--- config.mk ---
export PLATFORM = sky130hd
export DESIGN_NAME = digital_io_process_image
export DESIGN_NICKNAME = d
export VERILOG_FILES = /design/src/verilog/dio_image_pkg.sv /design/src/verilog/digital_io_process_image.sv
export SDC_FILE = /design/constraint.sdc
export NUM_CORES = 1
export LEC_CHECK = 0
export BUFFER_PORTS_ARGS = -buffer_cell sky130_fd_sc_hd__clkbuf_2
export CAP_MARGIN = 10
export CORE_MARGIN = 3
export CORE_UTILIZATION = 25
export DETAILED_ROUTE_END_ITERATION = 7
export PLACE_DENSITY = 0.43
export SLEW_MARGIN = 30
export SYNTH_ARGS = -nofsm -noshare
export SYNTH_HDL_FRONTEND = slang
export SYNTH_SLANG_ARGS = --single-unit
--- constraint.sdc ---
create_clock -name sys_clk -period 1.66 [get_ports sys_clk]
set_input_delay 0.332 -clock sys_clk [delete_from_list [all_inputs] [get_ports sys_clk]]
set_output_delay 0.332 -clock sys_clk [all_outputs]
set_load 0.01 [all_outputs]
--- src/verilog/dio_image_pkg.sv ---
package dio_image_pkg;

  // ----------------------------------------------------------------
  // Register byte offsets
  // ----------------------------------------------------------------
  localparam logic [7:0] OFF_PTC_IN    = 8'h00;
  localparam logic [7:0] OFF_PTC_OUT   = 8'h04;
  localparam logic [7:0] OFF_WIDE_IN   = 8'h08;
  localparam logic [7:0] OFF_ONE_OUT   = 8'h0C;
  localparam logic [7:0] OFF_ONE_IN    = 8'h10;
  localparam logic [7:0] OFF_TWO_OUT   = 8'h14;
  localparam logic [7:0] OFF_TWO_DIAG  = 8'h18;
  localparam logic [7:0] OFF_IRQ_STAT  = 8'h1C;
  localparam logic [7:0] OFF_IRQ_MASK  = 8'h20;

  // ----------------------------------------------------------------
  // Field positions and widths
  // ----------------------------------------------------------------
  localparam int BYTE_W        = 8;
  localparam int FIRST_BYTE_LSB = 0;
  localparam int SECOND_BYTE_LSB = 8;
  localparam int EV_FAULT_LSB  = 0;
  localparam int EV_MANUAL_BIT = 8;
  localparam int EV_DIAG_LSB   = 9;
  localparam int EV_W          = 11;

  // ----------------------------------------------------------------
  // Reset values
  // ----------------------------------------------------------------
  localparam logic [7:0]  OUT_IMAGE_RST = 8'h00;
  localparam logic [10:0] IRQ_MASK_RST  = 11'h000;
  localparam logic [31:0] RDATA_RST     = 32'h0000_0000;

  // ----------------------------------------------------------------
  // Carriers
  // ----------------------------------------------------------------
  typedef struct packed {
    logic [7:0]  paddr;
    logic        pwrite;
    logic [31:0] pwdata;
  } apb_req_t;

  typedef struct packed {
    logic [7:0] fault;
    logic [7:0] sensed_input_level;
  } ptc_sense_t;

  typedef enum logic [1:0] {
    ST_IDLE = 2'b01,
    ST_ACK  = 2'b10
  } bus_state_t;

endpackage

--- src/verilog/digital_io_process_image.sv ---
// Our own choices: the register addresses and register access over APB.
`timescale 1ns/10ps
module digital_io_process_image #(
  parameter int PTC_CH  = 8,
  parameter int WIDE_CH = 16,
  parameter int TWO_CH  = 2
) (
  input  wire logic                    sys_clk,
  input  wire logic                    resetn,
  input  wire logic                    psel,
  input  wire logic                    penable,
  input  wire dio_image_pkg::apb_req_t apb_req,
  output logic [31:0]                  prdata,
  output logic                         pready,
  output logic                         pslverr,
  output logic                         irq,
  input  wire dio_image_pkg::ptc_sense_t ptc_sense,
  output logic [PTC_CH-1:0]            channel_switch_off,
  input  wire logic [WIDE_CH-1:0]      wide_level,
  output logic                         one_do,
  input  wire logic                    one_manual,
  output logic [TWO_CH-1:0]            two_do,
  input  wire logic [TWO_CH-1:0]       two_diag
);
  import dio_image_pkg::*;

  function automatic logic at(input logic [7:0] a, input logic [7:0] off);
    return a == off;
  endfunction

  // ----------------------------------------------------------------
  // Sampled field inputs
  // ----------------------------------------------------------------
  logic [PTC_CH-1:0]  level_q;
  logic [PTC_CH-1:0]  fault_q;
  logic [WIDE_CH-1:0] wide_q;
  logic               manual_q;
  logic [TWO_CH-1:0]  diag_q;

  always_ff @(posedge sys_clk or negedge resetn) begin
    if (!resetn) begin
      level_q  <= '0;
      fault_q  <= '0;
      wide_q   <= '0;
      manual_q <= 1'b0;
      diag_q   <= '0;
    end else begin
      level_q  <= ptc_sense.sensed_input_level;
      fault_q  <= ptc_sense.fault;
      wide_q   <= wide_level;
      manual_q <= one_manual;
      diag_q   <= two_diag;
    end
  end

  // ----------------------------------------------------------------
  // Bus handshake
  // ----------------------------------------------------------------
  bus_state_t st_q;
  logic       pready_q;
  logic       pslverr_q;
  logic [31:0] prdata_q;

  wire  [7:0] addr      = apb_req.paddr;
  wire        access    = psel && penable;
  wire        commit    = access && pready_q;
  wire        wr_commit = commit && apb_req.pwrite;
  wire        rd_commit = commit && !apb_req.pwrite;

  wire hit_ptc_in   = at(addr, OFF_PTC_IN);
  wire hit_ptc_out  = at(addr, OFF_PTC_OUT);
  wire hit_wide_in  = at(addr, OFF_WIDE_IN);
  wire hit_one_out  = at(addr, OFF_ONE_OUT);
  wire hit_one_in   = at(addr, OFF_ONE_IN);
  wire hit_two_out  = at(addr, OFF_TWO_OUT);
  wire hit_two_diag = at(addr, OFF_TWO_DIAG);
  wire hit_irq_stat = at(addr, OFF_IRQ_STAT);
  wire hit_irq_mask = at(addr, OFF_IRQ_MASK);
  wire mapped = hit_ptc_in | hit_ptc_out | hit_wide_in | hit_one_out
              | hit_one_in | hit_two_out | hit_two_diag | hit_irq_stat
              | hit_irq_mask;

  // ----------------------------------------------------------------
  // Output image and interrupt mask registers
  // ----------------------------------------------------------------
  logic [PTC_CH-1:0] chan_off_q;
  logic              one_do_q;
  logic [TWO_CH-1:0] two_do_q;
  logic [EV_W-1:0]   mask_q;

  // Reserved first output byte is never stored
  wire wr_ptc_out = wr_commit && hit_ptc_out;
  wire wr_one_out = wr_commit && hit_one_out;
  wire wr_two_out = wr_commit && hit_two_out;
  wire wr_mask    = wr_commit && hit_irq_mask;

  always_ff @(posedge sys_clk or negedge resetn) begin
    if (!resetn) begin
      chan_off_q <= OUT_IMAGE_RST[PTC_CH-1:0];
      one_do_q   <= OUT_IMAGE_RST[0];
      two_do_q   <= OUT_IMAGE_RST[TWO_CH-1:0];
      mask_q     <= IRQ_MASK_RST;
    end else begin
      if (wr_ptc_out)
        chan_off_q <= apb_req.pwdata[SECOND_BYTE_LSB +: PTC_CH];
      if (wr_one_out)
        one_do_q <= apb_req.pwdata[0];
      if (wr_two_out)
        two_do_q <= apb_req.pwdata[TWO_CH-1:0];
      if (wr_mask)
        mask_q <= apb_req.pwdata[EV_W-1:0];
    end
  end

  // ----------------------------------------------------------------
  // Event capture
  // ----------------------------------------------------------------
  logic [PTC_CH-1:0] fault_prev_q;
  logic              manual_prev_q;
  logic [TWO_CH-1:0] diag_prev_q;
  logic [EV_W-1:0]   status_q;
  logic [EV_W-1:0]   ev;
  logic              irq_q;

  genvar g;
  generate
    for (g = 0; g < PTC_CH; g++) begin : g_fault_ev
      assign ev[EV_FAULT_LSB + g] = fault_q[g] && !fault_prev_q[g];
    end
    for (g = 0; g < TWO_CH; g++) begin : g_diag_ev
      assign ev[EV_DIAG_LSB + g] = diag_q[g] && !diag_prev_q[g];
    end
  endgenerate
  assign ev[EV_MANUAL_BIT] = manual_q ^ manual_prev_q;

  // Set wins over the read clear
  wire [EV_W-1:0] stat_clr = (rd_commit && hit_irq_stat) ? '1 : '0;
  wire [EV_W-1:0] status_d = (status_q & ~stat_clr) | ev;

  always_ff @(posedge sys_clk or negedge resetn) begin
    if (!resetn) begin
      fault_prev_q  <= '0;
      manual_prev_q <= 1'b0;
      diag_prev_q   <= '0;
      status_q      <= '0;
      irq_q         <= 1'b0;
    end else begin
      fault_prev_q  <= fault_q;
      manual_prev_q <= manual_q;
      diag_prev_q   <= diag_q;
      status_q      <= status_d;
      irq_q         <= |(status_d & mask_q);
    end
  end

  // ----------------------------------------------------------------
  // Read selection, little-endian word image
  // ----------------------------------------------------------------
  wire [31:0] rd_ptc_in  = {16'h0000, fault_q, level_q};
  wire [31:0] rd_ptc_out = {16'h0000, chan_off_q, 8'h00};
  wire [31:0] rd_wide    = {{(32-WIDE_CH){1'b0}}, wide_q};
  wire [31:0] rd_one_out = {31'h0000_0000, one_do_q};
  wire [31:0] rd_one_in  = {31'h0000_0000, manual_q};
  wire [31:0] rd_two_out = {{(32-TWO_CH){1'b0}}, two_do_q};
  wire [31:0] rd_diag    = {{(32-TWO_CH){1'b0}}, diag_q};
  wire [31:0] rd_stat    = {{(32-EV_W){1'b0}}, status_q};
  wire [31:0] rd_mask    = {{(32-EV_W){1'b0}}, mask_q};

  wire [31:0] rd_mux = hit_ptc_in   ? rd_ptc_in  :
                       hit_ptc_out  ? rd_ptc_out :
                       hit_wide_in  ? rd_wide    :
                       hit_one_out  ? rd_one_out :
                       hit_one_in   ? rd_one_in  :
                       hit_two_out  ? rd_two_out :
                       hit_two_diag ? rd_diag    :
                       hit_irq_stat ? rd_stat    :
                       hit_irq_mask ? rd_mask    : RDATA_RST;

  always_ff @(posedge sys_clk or negedge resetn) begin
    if (!resetn) begin
      st_q      <= ST_IDLE;
      pready_q  <= 1'b0;
      pslverr_q <= 1'b0;
      prdata_q  <= RDATA_RST;
    end else begin
      case (st_q)
        ST_IDLE: begin
          if (access) begin
            st_q      <= ST_ACK;
            pready_q  <= 1'b1;
            pslverr_q <= !mapped;
            prdata_q  <= apb_req.pwrite ? RDATA_RST : rd_mux;
          end
        end
        ST_ACK: begin
          st_q      <= ST_IDLE;
          pready_q  <= 1'b0;
          pslverr_q <= 1'b0;
        end
        default: begin
          st_q     <= ST_IDLE;
          pready_q <= 1'b0;
        end
      endcase
    end
  end

  // ----------------------------------------------------------------
  // Outputs
  // ----------------------------------------------------------------
  assign prdata             = prdata_q;
  assign pready             = pready_q;
  assign pslverr            = pslverr_q;
  assign irq                = irq_q;
  assign channel_switch_off = chan_off_q;
  assign one_do             = one_do_q;
  assign two_do             = two_do_q;
endmodule

==> results.md <==
- RSZ-0062 raised after global routing: true
- Clock-pin slew on the worst setup and hold paths: approximately 0.060 ns
- Largest area contributor in the netlist: dfrtp_1
- Detailed-router iteration count before antenna repair: 5
- Via Count: 2939
- Starting density of the core: 0.260
- Clock latency reported for the late side of the worst-skew pair: between 0.3 and 0.4 ns
- Gp weighted congestion: 0.813
- Number of nets with antenna violations after routing: 0
- Fraction of final layout cells with drive strength greater than 1: 0.400
- Peak supply drop: roughly 450 uV
- Worst flop-to-flop path endpoint: irq
- Net count, final: ~530
- Placed Cells: 653
- Fmax: approximately 0.56 GHz
- Count of warnings emitted by yosys: 0
- Number of pins exceeding their max-slew limit in the final report: 0
- Number of H-tree levels: 3
- Share of Yosys cell area claimed by the top area cell type: 0.610
- Count of pins on the block boundary: 126
- Leak Pwr: between 0.002 and 0.003 uW
- Global-route wire length before repair: around 18 mm
- Final clock skew: about 0.0046 ns
- Util after Layout: 0.343
- CTS sink count: slightly below 100
- Non-filler cells, final: roughly 670
- Minimum setup slack among reg-to-reg paths: 0.04 ns
- Pin count of the biggest net entering global routing: 45
- Reg2Reg Launch Point: st_q[1]
- Post-synthesis register bit count: 99
- Arr. time, crit path: around 2.0 ns
- Die Width: 133 um
- Endpoint type of the worst setup path: register
- Buffers and inverters on the worst path: 1
- Hold Path Cell Cnt: 1
- Required time reported for the critical path endpoint: approximately 1.9 ns
- Critical setup path kind: in2reg
- Fraction of the cycle the final worst path needs: 1.08
- Die H: 133 um
- Crit path max-delay family: simple AND/OR/NAND/NOR gates
- Number of unique standard cell types used by synthesis: 43
- Row Count: 45
- Synthesis-to-layout area growth: 32.1%
- Min-delay src: ptc_sense[9]
- Depth of the worst register-to-register path: 5
- Half-perimeter wire length after detailed placement: just under 9 mm
- Deepest clock path buffer count: 2
- Top post-synthesis cells by area: dfrtp_1, mux2_2, buf_4, a22oi_1, mux2i_1
- Slowest cell on the critical path: or4_4
- Number of antenna violations at the first check in global routing: 0
- Post-synthesis average cell area: 12.4 um^2
- Overall Global Routing Usage: 0.134
- Cell-by-cell listing of the critical path: buf_6 -> or4_4 -> or4_4 -> nor2_8 -> mux2_2
- Number of synthesized flops with an enable pin: 0
- Number of diodes added for antenna fixing: 0
- Number of standard cells after synthesis: ~330
- Setup ws final: -0.138 ns
- Number of DRC violations after detailed routing: 0
- Remaining Overflow, GRT: 0
- # Post-CTS Setup Buffers: 0
- Number of buffers added by the clock tree synthesis step: 9
- Core region area: ~15000 um^2
- FFs w/ async S/R, synth: 1.00
- Most repeated library cell on the critical path: or4_4
- Result of the run: finished with violations
- Mean routed wirelength per cell: between 15 and 20 um
- Cell at the root of the clock tree: clkbuf_16
- Max-cap check violation count: 0
- End of the worst hold path: fault_q[1]
- Final setup TNS: -1.06 ns
- CTS tree: yes
- Worst Setup Start Kind: input port
- Cell area after technology mapping: 4020 um^2
- Number of endpoints failing setup at the final stage: 10
- Vias in the first global route: ~3.2k
- Iteration-0 DRC count of the detailed router: around 180
- Min cycle time layout: roughly 1.8 ns
- Full die area: about 18000 um^2
- Number of port buffers: 93
- Biggest fanout along the worst timing path: 8
- Post-detailed-routing wire length: 11.2 mm
- Longest individual stage delay on the worst path: between 0.5 and 0.6 ns
- Sequential element share of the synthesized area: 0.616
- Hold Fails Final Rpt: 0
- Power density cells: between 900 and 1000 nW/um^2
- Ratio of routed vias to standard cells: 4.39
- Primary FF master, synth: dfrtp_1
- Violations in the final reports: negative setup slack
- Type of the most critical hold path: in2reg
## per-stage QoR
step,instance area [um^2],setup slack (ns),hold WS [ns],total power (uW)
finish,5310,-0.138,0.0900,5120
detailed placement,4960,-0.501,0.285,2950
CTS,5290,-0.134,0.0747,5190
global route,5310,-0.158,0.0734,5340
floorplan,4100,-0.402,0.0364,2720
global placement,4960,-0.471,0.278,2950
## how the worst max path moves through the flow
stage | from | endpoint | slack (ns) | cells after the start
final | apb_req[34] | channel_switch_off[0] | -0.14 | 5
after global routing | apb_req[34] | channel_switch_off[2] | -0.16 | 5
after CTS | apb_req[34] | channel_switch_off[7] | -0.13 | 5
after detailed placement | apb_req[34] | channel_switch_off[7] | -0.50 | 5
after global placement | apb_req[34] | channel_switch_off[3] | -0.47 | 5
after floorplan | apb_req[34] | channel_switch_off[0] | -0.40 | 5
## worst register-to-register path: stages (launching register included)
cell      delay (ns)
dfrtp_1         0.37
nand4b_1        0.17
or3_1           0.41
a22o_1          0.23
a22oi_1         0.21
nand3_1         0.10
## power breakdown
part	switching, uW	total, uW	internal [uW]
logic	215	379	164
registers	36.5	2520	2490
clock network	867	2210	1350
total	1120	5120	4000
## state kept, by name, indices dropped and copies added (netlist names), 8 cells and up
| name | count |
|---|---|
| channel_switch_off | 8 |
| fault_prev_q | 8 |
| fault_q | 8 |
| level_q | 8 |
| mask_q | 11 |
| prdata | 16 |
| status_q | 11 |
| wide_q | 16 |
## synth_stat cells (5+ instances only)
library cell / n
mux2_2: 28
inv_1: 6
a22o_1: 5
clkbuf_1: 10
o21ai_0: 16
nand2_1: 22
a22oi_1: 14
buf_4: 16
mux2i_1: 9
dfrtp_1: 98
a21oi_1: 13
nor2_1: 15
a21o_1: 9
nor2b_1: 11
## layout make-up
type                            count  area (um^2)
Tap cell                          211          264
Inverter                            6         22.5
Sequential cell                    99         2480
Clock buffer                       10          239
Fill cell                        1611        10200
Clock inverter                      5         77.6
Timing Repair Buffer              133          802
Multi-Input combinational cell    205         1430
## placed cells by master (no fill, tap or decap), types with 13 or more instances in the layout
cell type / netlist / routed
nor2_1: 15 / 15
clkbuf_2: 0 / 91
dfrtp_1: 98 / 98
a22oi_1: 14 / 14
conb_1: 1 / 16
buf_4: 16 / 38
a21oi_1: 13 / 13
mux2_2: 28 / 26
nand2_1: 22 / 22
o21ai_0: 16 / 15
## layer usage
layer  wire length [um]  share of wire  vias up  GRT usage
met5                  0              0        -          0
met4                185          0.016        0     0.0508
met3                582          0.052       12     0.0293
met2               5080           0.45       85      0.200
met1               5370           0.48     1451      0.189
li1                   -              -     1391          -
## cells by family (layout without fill, tap and decap cells)
logic type | count (synthesis) | count (layout) | share of synthesized area
mux | 37 | 37 | 0.101
other cells | 1 | 16 | 0.000933
flops | 99 | 99 | 0.616
compound gates | 73 | 73 | 0.124
simple gates | 78 | 78 | 0.106
buf+inv | 36 | 154 | 0.0495
xor+xnor | 1 | 1 | 0.00218
## what timing repair did
item                                    4_1_cts  5_1_grt
endpoints found under the setup margin        9       17
pin swaps                                     0        1
gates resized for setup                       0        5
hold endpoints to repair                     26        0
hold buffers                                  1        0
(Power assumes the default switching activity.)
